--- src/ptab_pkg.sv ---
`default_nettype none
package ptab_pkg;
  // register indices, byte address is four times the index
  localparam logic [5:0] IDX_ENABLE_A = 6'h20;
  localparam logic [5:0] IDX_FREQ_A = 6'h21;
  localparam logic [5:0] IDX_COUNTER_A = 6'h22;
  localparam logic [5:0] IDX_PERIOD_A = 6'h24;
  localparam logic [5:0] IDX_DEAD_A = 6'h26;
  localparam logic [5:0] IDX_ENABLE_B = 6'h28;
  localparam logic [5:0] IDX_CONFIG = 6'h3f;
  // field positions
  localparam int RELOAD_INTERVAL_LSB = 4;
  localparam int HALF_RELOAD_BIT = 3;
  localparam int DIVIDER_SEL_LSB = 1;
  localparam int RELOAD_FLAG_BIT = 0;
  localparam int GEN_ENABLE_BIT = 7;
  localparam int LOAD_OK_BIT = 1;
  localparam int IRQ_ENABLE_BIT = 0;
  localparam int MODE_BIT = 0;
  localparam int CENTER_BIT = 1;
  localparam int WPROT_BIT = 2;
  // widths and reset values
  localparam int CNT_W = 15;
  localparam int DT_W = 12;
  localparam logic [11:0] DEAD_TIME_RST = 12'hfff;
  localparam logic [14:0] PERIOD_RST = 15'h0001;
  localparam logic [3:0] INTERVAL_RST = 4'h0;
  localparam logic [1:0] DIVIDER_RST = 2'h0;

  typedef enum logic {
    PTAB_UP = 1'b0,
    PTAB_DOWN = 1'b1
  } ptab_dir_t;
endpackage : ptab_pkg
`default_nettype wire

--- src/ptab_timebase.sv ---
`timescale 1ns/10ps
`default_nettype none
module ptab_timebase (
  // clock and reset
  input wire logic pclk,
  input wire logic presetn,
  // apb slave
  input wire logic psel,
  input wire logic penable,
  input wire logic pwrite,
  input wire logic [7:0] paddr,
  input wire logic [31:0] pwdata,
  output logic [31:0] prdata,
  output logic pready,
  output logic pslverr,
  // generator b side
  input wire logic reload_flag_b,
  input wire logic loaded_b,
  output logic generator_b_enable,
  output logic load_ok_b,
  output logic irq_b,
  // generator a timebase
  output logic generator_a_enable,
  output logic load_ok_a,
  output logic pwm_tick_a,
  output logic reload_a,
  output logic [14:0] counter_a,
  output logic [14:0] period_a_active,
  output logic [1:0] divider_sel_a_active,
  output logic [14:0] dead_bus_cycles_a,
  output logic irq_a
);

  // ----------------------------------------------------------------
  // helper functions
  // ----------------------------------------------------------------
  function automatic logic [3:0] div_of(input logic [1:0] sel);
    return 4'h1 << sel;
  endfunction : div_of

  function automatic logic [14:0] dead_cycles(input logic [1:0] sel, input logic [11:0] val);
    logic [14:0] prod;
    prod = 15'({3'h0, val} << sel);
    return (sel == 2'h0) ? prod : 15'(prod - 15'h0001);
  endfunction : dead_cycles

  // ----------------------------------------------------------------
  // state
  // ----------------------------------------------------------------
  logic [31:0] prdata_ff, nxt_prdata;
  logic pready_ff, pslverr_ff;
  logic [3:0] interval_buf_ff, interval_act_ff;
  logic half_ff;
  logic [1:0] div_buf_ff, div_act_ff;
  logic flag_a_ff, nxt_flag_a, flag_armed_ff;
  logic [14:0] period_buf_ff, period_act_ff;
  logic [11:0] dead_ff;
  logic en_a_ff, ldok_a_ff, nxt_ldok_a, ldok_a_armed_ff, irqen_a_ff;
  logic en_b_ff, ldok_b_ff, nxt_ldok_b, ldok_b_armed_ff, irqen_b_ff;
  logic mode_ff, center_ff, wprot_ff;
  logic [2:0] div_cnt_ff;
  logic tick_ff, reload_ff;
  logic [14:0] cnt_ff, nxt_cnt;
  ptab_pkg::ptab_dir_t dir_ff, nxt_dir;
  logic [3:0] opp_cnt_ff;
  logic irq_a_ff, irq_b_ff;
  logic [14:0] dead_out_ff;

  // ----------------------------------------------------------------
  // bus decode
  // ----------------------------------------------------------------
  wire logic [5:0] idx = paddr[7:2];
  wire logic aligned = (paddr[1:0] == 2'h0);
  wire logic sel_en_a = aligned && (idx == ptab_pkg::IDX_ENABLE_A);
  wire logic sel_freq = aligned && (idx == ptab_pkg::IDX_FREQ_A);
  wire logic sel_cnt = aligned && (idx == ptab_pkg::IDX_COUNTER_A);
  wire logic sel_per = aligned && (idx == ptab_pkg::IDX_PERIOD_A);
  wire logic sel_dead = aligned && (idx == ptab_pkg::IDX_DEAD_A);
  wire logic sel_en_b = aligned && (idx == ptab_pkg::IDX_ENABLE_B);
  wire logic sel_cfg = aligned && (idx == ptab_pkg::IDX_CONFIG);
  wire logic mapped = sel_en_a | sel_freq | sel_cnt | sel_per | sel_dead | sel_en_b | sel_cfg;
  // access completes at the edge where pready is seen high
  wire logic done = psel && penable && pready_ff;
  wire logic wr = done && pwrite && mapped;
  wire logic rd = done && !pwrite && mapped;
  wire logic [7:0] freq_rd = {interval_buf_ff, half_ff, div_buf_ff, flag_a_ff};
  wire logic [7:0] en_a_rd = {en_a_ff, 5'h00, ldok_a_ff, irqen_a_ff};
  wire logic [7:0] en_b_rd = {en_b_ff, 5'h00, ldok_b_ff, irqen_b_ff};
  wire logic [7:0] cfg_rd = {5'h00, wprot_ff, center_ff, mode_ff};
  always_comb begin
    nxt_prdata = 32'h0000_0000;
    if (sel_en_a) begin
      nxt_prdata = {24'h000000, en_a_rd};
    end else if (sel_freq) begin
      nxt_prdata = {24'h000000, freq_rd};
    end else if (sel_cnt) begin
      nxt_prdata = {17'h00000, cnt_ff};
    end else if (sel_per) begin
      nxt_prdata = {17'h00000, period_buf_ff};
    end else if (sel_dead) begin
      nxt_prdata = {20'h00000, dead_ff};
    end else if (sel_en_b) begin
      nxt_prdata = {24'h000000, en_b_rd};
    end else if (sel_cfg) begin
      nxt_prdata = {24'h000000, cfg_rd};
    end
  end

  // ----------------------------------------------------------------
  // apb handshake, one wait state
  // ----------------------------------------------------------------
  always_ff @(posedge pclk or negedge presetn) begin
    if (!presetn) begin
      pready_ff <= 1'b0;
      pslverr_ff <= 1'b0;
      prdata_ff <= 32'h0000_0000;
    end else begin
      pready_ff <= psel && penable && !pready_ff;
      pslverr_ff <= psel && penable && !pready_ff && !mapped;
      if (psel && penable && !pready_ff && !pwrite) begin
        prdata_ff <= nxt_prdata;
      end
    end
  end

  // ----------------------------------------------------------------
  // prescaler and counter
  // ----------------------------------------------------------------
  wire logic [2:0] div_last = 3'(div_of(div_act_ff) - 4'h1);
  wire logic tick = (div_cnt_ff >= div_last);
  wire logic [14:0] per_top = 15'(period_act_ff - 15'h0001);
  logic full_opp, half_opp;
  always_comb begin
    nxt_cnt = cnt_ff;
    nxt_dir = dir_ff;
    full_opp = 1'b0;
    half_opp = 1'b0;
    if (tick && en_a_ff) begin
      if (!center_ff) begin
        if (cnt_ff >= per_top) begin
          nxt_cnt = 15'h0000;
          full_opp = 1'b1;
        end else begin
          nxt_cnt = 15'(cnt_ff + 15'h0001);
        end
      end else begin
        case (dir_ff)
          ptab_pkg::PTAB_UP: begin
            if (cnt_ff >= per_top) begin
              nxt_dir = ptab_pkg::PTAB_DOWN;
              half_opp = half_ff;
            end else begin
              nxt_cnt = 15'(cnt_ff + 15'h0001);
            end
          end
          ptab_pkg::PTAB_DOWN: begin
            if (cnt_ff == 15'h0000) begin
              nxt_dir = ptab_pkg::PTAB_UP;
              full_opp = 1'b1;
            end else begin
              nxt_cnt = 15'(cnt_ff - 15'h0001);
            end
          end
          default: begin
            nxt_dir = ptab_pkg::PTAB_UP;
          end
        endcase
      end
    end
  end
  wire logic opp = full_opp | half_opp;
  wire logic reload = opp && (opp_cnt_ff >= interval_act_ff);
  always_ff @(posedge pclk or negedge presetn) begin
    if (!presetn) begin
      div_cnt_ff <= 3'h0;
      cnt_ff <= 15'h0000;
      dir_ff <= ptab_pkg::PTAB_UP;
      opp_cnt_ff <= 4'h0;
      tick_ff <= 1'b0;
      reload_ff <= 1'b0;
    end else begin
      div_cnt_ff <= tick ? 3'h0 : 3'(div_cnt_ff + 3'h1);
      cnt_ff <= nxt_cnt;
      dir_ff <= nxt_dir;
      tick_ff <= tick && en_a_ff;
      reload_ff <= reload;
      if (reload) begin
        opp_cnt_ff <= 4'h0;
      end else if (opp) begin
        opp_cnt_ff <= 4'(opp_cnt_ff + 4'h1);
      end
    end
  end

  // ----------------------------------------------------------------
  // frequency control a and buffered values
  // ----------------------------------------------------------------
  wire logic wr_freq = wr && sel_freq;
  wire logic wr_flag_one = wr_freq && pwdata[ptab_pkg::RELOAD_FLAG_BIT];
  always_comb begin
    nxt_flag_a = flag_a_ff;
    if (wr_flag_one && flag_armed_ff) begin
      nxt_flag_a = 1'b0;
    end
    if (reload) begin
      nxt_flag_a = 1'b1;
    end
  end

  always_ff @(posedge pclk or negedge presetn) begin
    if (!presetn) begin
      interval_buf_ff <= ptab_pkg::INTERVAL_RST;
      interval_act_ff <= ptab_pkg::INTERVAL_RST;
      half_ff <= 1'b0;
      div_buf_ff <= ptab_pkg::DIVIDER_RST;
      div_act_ff <= ptab_pkg::DIVIDER_RST;
      period_buf_ff <= ptab_pkg::PERIOD_RST;
      period_act_ff <= ptab_pkg::PERIOD_RST;
      flag_a_ff <= 1'b0;
      flag_armed_ff <= 1'b0;
    end else begin
      flag_a_ff <= nxt_flag_a;
      if (reload || wr_freq) begin
        flag_armed_ff <= 1'b0;
      end else if (rd && sel_freq && flag_a_ff) begin
        flag_armed_ff <= 1'b1;
      end
      if (wr_freq) begin
        interval_buf_ff <= pwdata[ptab_pkg::RELOAD_INTERVAL_LSB +: 4];
        half_ff <= pwdata[ptab_pkg::HALF_RELOAD_BIT];
        div_buf_ff <= pwdata[ptab_pkg::DIVIDER_SEL_LSB +: 2];
      end
      if (wr && sel_per) begin
        period_buf_ff <= pwdata[14:0];
      end
      if (reload) begin
        interval_act_ff <= interval_buf_ff;
      end
      if (reload && ldok_a_ff) begin
        div_act_ff <= div_buf_ff;
        period_act_ff <= period_buf_ff;
      end
    end
  end

  // ----------------------------------------------------------------
  // enable control a, dead time, configuration
  // ----------------------------------------------------------------
  wire logic wr_en_a = wr && sel_en_a;

  always_comb begin
    nxt_ldok_a = ldok_a_ff;
    if (reload && ldok_a_ff) begin
      nxt_ldok_a = 1'b0;
    end
    if (wr_en_a) begin
      if (!pwdata[ptab_pkg::LOAD_OK_BIT]) begin
        nxt_ldok_a = 1'b0;
      end else if (ldok_a_armed_ff || ldok_a_ff) begin
        nxt_ldok_a = 1'b1;
      end
    end
  end

  always_ff @(posedge pclk or negedge presetn) begin
    if (!presetn) begin
      en_a_ff <= 1'b0;
      ldok_a_ff <= 1'b0;
      ldok_a_armed_ff <= 1'b0;
      irqen_a_ff <= 1'b0;
      dead_ff <= ptab_pkg::DEAD_TIME_RST;
      mode_ff <= 1'b0;
      center_ff <= 1'b0;
      wprot_ff <= 1'b0;
    end else begin
      ldok_a_ff <= nxt_ldok_a;
      if (wr_en_a) begin
        ldok_a_armed_ff <= 1'b0;
      end else if (rd && sel_en_a && !ldok_a_ff) begin
        ldok_a_armed_ff <= 1'b1;
      end
      if (wr_en_a) begin
        en_a_ff <= pwdata[ptab_pkg::GEN_ENABLE_BIT];
        irqen_a_ff <= pwdata[ptab_pkg::IRQ_ENABLE_BIT];
      end
      if (wr && sel_dead && !wprot_ff) begin
        dead_ff <= pwdata[11:0];
      end
      if (wr && sel_cfg) begin
        mode_ff <= pwdata[ptab_pkg::MODE_BIT];
        center_ff <= pwdata[ptab_pkg::CENTER_BIT];
        wprot_ff <= wprot_ff | pwdata[ptab_pkg::WPROT_BIT];
      end
    end
  end

  // ----------------------------------------------------------------
  // enable control b
  // ----------------------------------------------------------------
  wire logic wr_en_b = wr && sel_en_b && mode_ff;

  always_comb begin
    nxt_ldok_b = ldok_b_ff;
    if (loaded_b) begin
      nxt_ldok_b = 1'b0;
    end
    if (wr_en_b) begin
      if (!pwdata[ptab_pkg::LOAD_OK_BIT]) begin
        nxt_ldok_b = 1'b0;
      end else if (ldok_b_armed_ff || ldok_b_ff) begin
        nxt_ldok_b = 1'b1;
      end
    end
    if (!mode_ff) begin
      nxt_ldok_b = 1'b0;
    end
  end

  always_ff @(posedge pclk or negedge presetn) begin
    if (!presetn) begin
      en_b_ff <= 1'b0;
      ldok_b_ff <= 1'b0;
      ldok_b_armed_ff <= 1'b0;
      irqen_b_ff <= 1'b0;
    end else begin
      ldok_b_ff <= nxt_ldok_b;
      if (wr_en_b || !mode_ff) begin
        ldok_b_armed_ff <= 1'b0;
      end else if (rd && sel_en_b && !ldok_b_ff) begin
        ldok_b_armed_ff <= 1'b1;
      end
      if (!mode_ff) begin
        en_b_ff <= 1'b0;
        irqen_b_ff <= 1'b0;
      end else if (wr_en_b) begin
        en_b_ff <= pwdata[ptab_pkg::GEN_ENABLE_BIT];
        irqen_b_ff <= pwdata[ptab_pkg::IRQ_ENABLE_BIT];
      end
    end
  end

  // ----------------------------------------------------------------
  // requests and registered outputs
  // ----------------------------------------------------------------
  always_ff @(posedge pclk or negedge presetn) begin
    if (!presetn) begin
      irq_a_ff <= 1'b0;
      irq_b_ff <= 1'b0;
      dead_out_ff <= 15'h0000;
    end else begin
      irq_a_ff <= nxt_flag_a && irqen_a_ff;
      irq_b_ff <= reload_flag_b && irqen_b_ff && mode_ff;
      dead_out_ff <= dead_cycles(div_act_ff, dead_ff);
    end
  end

  assign prdata = prdata_ff;
  assign pready = pready_ff;
  assign pslverr = pslverr_ff;
  assign generator_b_enable = en_b_ff;
  assign load_ok_b = ldok_b_ff;
  assign irq_b = irq_b_ff;
  assign generator_a_enable = en_a_ff;
  assign load_ok_a = ldok_a_ff;
  assign pwm_tick_a = tick_ff;
  assign reload_a = reload_ff;
  assign counter_a = cnt_ff;
  assign period_a_active = period_act_ff;
  assign divider_sel_a_active = div_act_ff;
  assign dead_bus_cycles_a = dead_out_ff;
  assign irq_a = irq_a_ff;

endmodule : ptab_timebase
`default_nettype wire

--- config.mk ---
export PLATFORM = sky130hd
export DESIGN_NAME = ptab_timebase
export DESIGN_NICKNAME = d
export VERILOG_FILES = /design/src/ptab_pkg.sv /design/src/ptab_timebase.sv
export SDC_FILE = /design/constraint.sdc
export NUM_CORES = 1
export LEC_CHECK = 0
export ABC_AREA = 1
export BUFFER_PORTS_ARGS = -buffer_cell sky130_fd_sc_hd__buf_4
export CORE_ASPECT_RATIO = 0.6
export CORE_MARGIN = 1
export CORE_UTILIZATION = 30
export CTS_BUF_LIST = sky130_fd_sc_hd__clkbuf_16
export DETAILED_ROUTE_END_ITERATION = 6
export PLACE_DENSITY = 0.56
export SLEW_MARGIN = 20
export SYNTH_ARGS = -nofsm -noshare
export SYNTH_HDL_FRONTEND = slang
export SYNTH_SLANG_ARGS = --single-unit
--- constraint.sdc ---
create_clock -name pclk -period 3.78 [get_ports pclk]
set_input_delay 0.756 -clock pclk [delete_from_list [all_inputs] [get_ports pclk]]
set_output_delay 0.756 -clock pclk [all_outputs]
set_load 0.005 [all_outputs]
==> results.md <==
- Post-synth cell types: 52
- Aggregate global routing overflow: 0
- Clock sink count: 127
- Maximum clock skew at final layout: 0.00935 ns
- Number of stages on the worst setup path: 26
- Average wire length per cell after detail routing: between 15 and 20 µm
- Worst-Margin Slew: 0.691 ns
- Floorplan die area: about 26000 µm²
- CP max FO: 6
- Power dissipated by switching net loads: 0.000885 W
- Clock tree from TritonCTS: built
- Reported leakage power: roughly 5.0 nW
- Internal: about 0.0025 W
- Area of the core: 24600 µm²
- Count of non-filler cells in the finished layout: 1439
- Number of remaining DRC errors: 0
- # setup viols final: 0
- Max Slew Vio Count: 0
- Beginning of the worst register-to-register path: period_a_active[1]
- Latest clock arrival within the worst-skew pair: between 0.4 and 0.5 ns
- Total iterations of the first detailed-routing run: 6
- Setup WS post-layout: 0.186 ns
- Register bit count reported by yosys: approximately 130
- Unrepaired setup endpoints after global routing: true
- Status: finished clean
- Part of the Yosys area used for sequential elements: 42.0%
- Total CTS buffers: 17
- Mean instance size in the synthesized netlist: 7.90 µm²
- Vias per std cell: roughly 4.8
- Worst setup path end: opp_cnt_ff[3]
- Placer's final routability congestion estimate: 0.875
- Max-capacitance violation count: 0
- Depth of the CTS H-tree: 4
- Worst EP required: 4.14 ns
- Cell Pwr Density: 355 nW/µm²
- Setup slack of the most critical reg-to-reg path: 0.19 ns
- Logic depth of the worst register-to-register path: 26
- Critical path launch point type: register
- CP peak stage delay: 0.40 ns
- Maximum clock rate: 278 MHz
- Combinational power share: 8.5%
- Endpoints failing hold: 0
- Number of top-level pins: between 100 and 150
- Synthesis-to-finish area growth: 26.8%
- Cell row count: 44
- Power share of the clock group: 48.8%
- Most used cell along the critical path: nand2_1
- Overall power: 0.00342 W
- Largest net degree at the start of global routing: 56
- Ratio of cells with drive above 1 in the final layout: 25.9%
- Vias in the first global route: 6288
- Initial DRC Count: 467
- Cell area after synthesis: 7610 µm²
- Die Wd: 208 µm
- Die span in y: between 100 and 150 µm
- Data arrival time of the critical path: between 3 and 4 ns
- Starting density of the core: 31.0%
- Worst Setup SP: period_a_active[1]
- Global-route usage over all layers: between 10% and 20%
- Yosys synthesis warning count: 0
- Reg power frac: 42.7%
- # hold bufs at CTS: 0
- Share of the cycle needed by the critical path after routing: 95.1%
- Inserted Diodes: 0
- Cell family contributing the most delay on the critical path: simple AND/OR/NAND/NOR gates
- Buffers plus inverters on the worst setup path: 7
- Minimum setup slack after placement: -0.0283 ns
- HPWL after DPL: 17600 µm
- CTS root buf: clkbuf_16
- Endpoint of the lowest-slack register-to-register path: opp_cnt_ff[3]
- Initial antenna violation count: 0
- Time the worst path needs with I/O delays and setup: 3.59 ns
- Hold Path Class: in2async
- Largest voltage drop on the vdd net: 0.328 mV
- Routed vias: ~6900
- Number of routed nets with antenna violations: 0
- Setup TNS Final: 0 ns
- Cells after synthesis: 964
- Switching portion of total power: around 26%
- Sum of routed wire length over all layers: 22500 µm
- Clock Tree Buf Depth: 2
- Clk slew on worst S/H paths: ~0.06 ns
- Global-route wire length before repair: 36000 µm
- Count of nets after finishing: 1181
- Cell type of the slowest stage on the worst timing path: dfrtp_1
- Dpl cells: around 1400
- Critical path type: reg2reg
- Setup crit end kind: register
- Input/output buffers: 101
- Max-Slew Margin vs Limit: 53.9%
==> power by group through the flow <==
stage	Sequential [W]	Combinational (W)	Clock, W
finish	0.00146	0.000290	0.00167
global placement	0.00148	0.000289	0
global route	0.00147	0.000329	0.00176
detailed placement	0.00148	0.000292	0
floorplan	0.00145	0.000170	0
CTS	0.00146	0.000294	0.00169
==> stage by stage <==
| stage | hold slack (ns) | utilization, % | area [µm²] |
|---|---|---|---|
| CTS | 0.398 | 38.6 | 9480 |
| floorplan | 0.431 | - | 7670 |
| finish | 0.372 | 39.3 | 9650 |
| detailed placement | 0.455 | 36.2 | 8880 |
| global route | 0.417 | 39.3 | 9650 |
| global placement | 0.454 | 36.2 | 8880 |
==> cells in the mapped netlist (all sizes together) <==
cell | count | area [µm²]
nor4 | 2 | 27.5
a211oi | 1 | 7.51
a21oi | 25 | 129
a22oi | 1 | 7.51
clkinv | 1 | 3.75
nand2 | 270 | 1080
or2 | 2 | 12.5
o21ai | 110 | 603
conb | 1 | 3.75
dfstp | 14 | 368
xor2 | 25 | 219
nand2b | 1 | 6.26
mux2i | 1 | 10.0
nand3b | 2 | 15.0
nor3b | 1 | 12.5
o22ai | 8 | 50.1
nand3 | 45 | 253
o211ai | 6 | 50.1
inv | 124 | 473
a21o | 2 | 15.0
dfrtp | 113 | 2830
buf | 35 | 269
nand4 | 29 | 188
nor2 | 75 | 327
a31oi | 2 | 18.8
a221oi | 7 | 61.3
ha | 29 | 363
xnor2 | 10 | 87.6
o21bai | 1 | 7.51
clkbuf | 7 | 26.3
nor3 | 14 | 90.1
==> cell families after synthesis <==
family / Yosys count / synth area share, %
AO/OA/AOI/OAI: 163 / 12.5
XOR/XNOR: 35 / 4.03
adder cells (fa/ha/maj): 29 / 4.77
buffers and inverters: 167 / 10.1
flip-flops: 127 / 42.0
multiplexers: 1 / 0.132
other: 1 / 0.0493
AND/OR/NAND/NOR: 441 / 26.4
==> per-layer routing <==
metal	GRT usage (%)	up-vias	part of all wire, %
met5	0	-	0
li1	-	3391	-
met3	4.07	21	6.3
met4	4.53	0	1.0
met2	23.7	203	40
met1	28.5	3248	53
==> registers in the layout (all words and copies together) (netlist names), 2 cells and up <==
register and flops:
div_cnt_ff 3, interval_buf_ff 4, dead_ff 12, opp_cnt_ff 4, period_buf_ff 15, div_buf_ff 2
counter_a 15, dead_bus_cycles_a 15, prdata 15, period_a_active 15, divider_sel_a_active 2, interval_act_ff 4
==> area by class of cell <==
class / count / area [µm²]
fillers: 2515 / 14900
multi-input cells: 686 / 3810
flip-flops and latches: 127 / 3200
repair buffers: 148 / 1170
inverters: 125 / 477
clock buffers: 17 / 425
well taps: 322 / 403
clock inverters: 14 / 169
==> how the worst min path moves through the flow <==
stage	endpoint	slack, ns	cells after the start
floorplan	div_cnt_ff[0]	0.43	1
global placement	div_cnt_ff[0]	0.45	1
detailed placement	div_cnt_ff[0]	0.46	1
CTS	prdata[11]	0.40	1
global route	period_a_active[11]	0.42	1
finish	prdata[10]	0.37	1
==> cells in the final DEF (no fill, tap or decap), drive strengths merged, types with 2 or more instances in the layout <==
master / synthesis / final
a21o: 2 / 2
a21oi: 25 / 25
a221oi: 7 / 7
a31oi: 2 / 2
buf: 35 / 148
bufinv: 0 / 3
clkbuf: 7 / 17
clkinv: 1 / 6
clkinvlp: 0 / 5
conb: 1 / 17
dfrtp: 113 / 113
dfstp: 14 / 14
ha: 29 / 29
inv: 124 / 125
nand2: 270 / 270
nand3: 45 / 45
nand3b: 2 / 2
nand4: 29 / 29
nor2: 75 / 75
nor3: 14 / 14
nor4: 2 / 2
o211ai: 6 / 6
o21ai: 110 / 110
o22ai: 8 / 8
or2: 2 / 2
xnor2: 10 / 10
xor2: 25 / 25
==> worst reg2reg max path, delay by kind of cell, from the launching register on <==
kind                     cells  cell delay [ns]
flip-flops                   1             0.40
buffers and inverters        7             0.81
XOR/XNOR                     1             0.14
AND/OR/NAND/NOR             15             1.44
AO/OA/AOI/OAI                1             0.24
adder cells (fa/ha/maj)      2             0.52
==> timing repair <==
action                     in CTS  in global routing
pin swaps                       0                 17
gates resized for setup         2                 37
setup endpoints to repair       7                 45
buffers inserted                0                  6
Note: power is estimated with default switching activity, not from simulation.
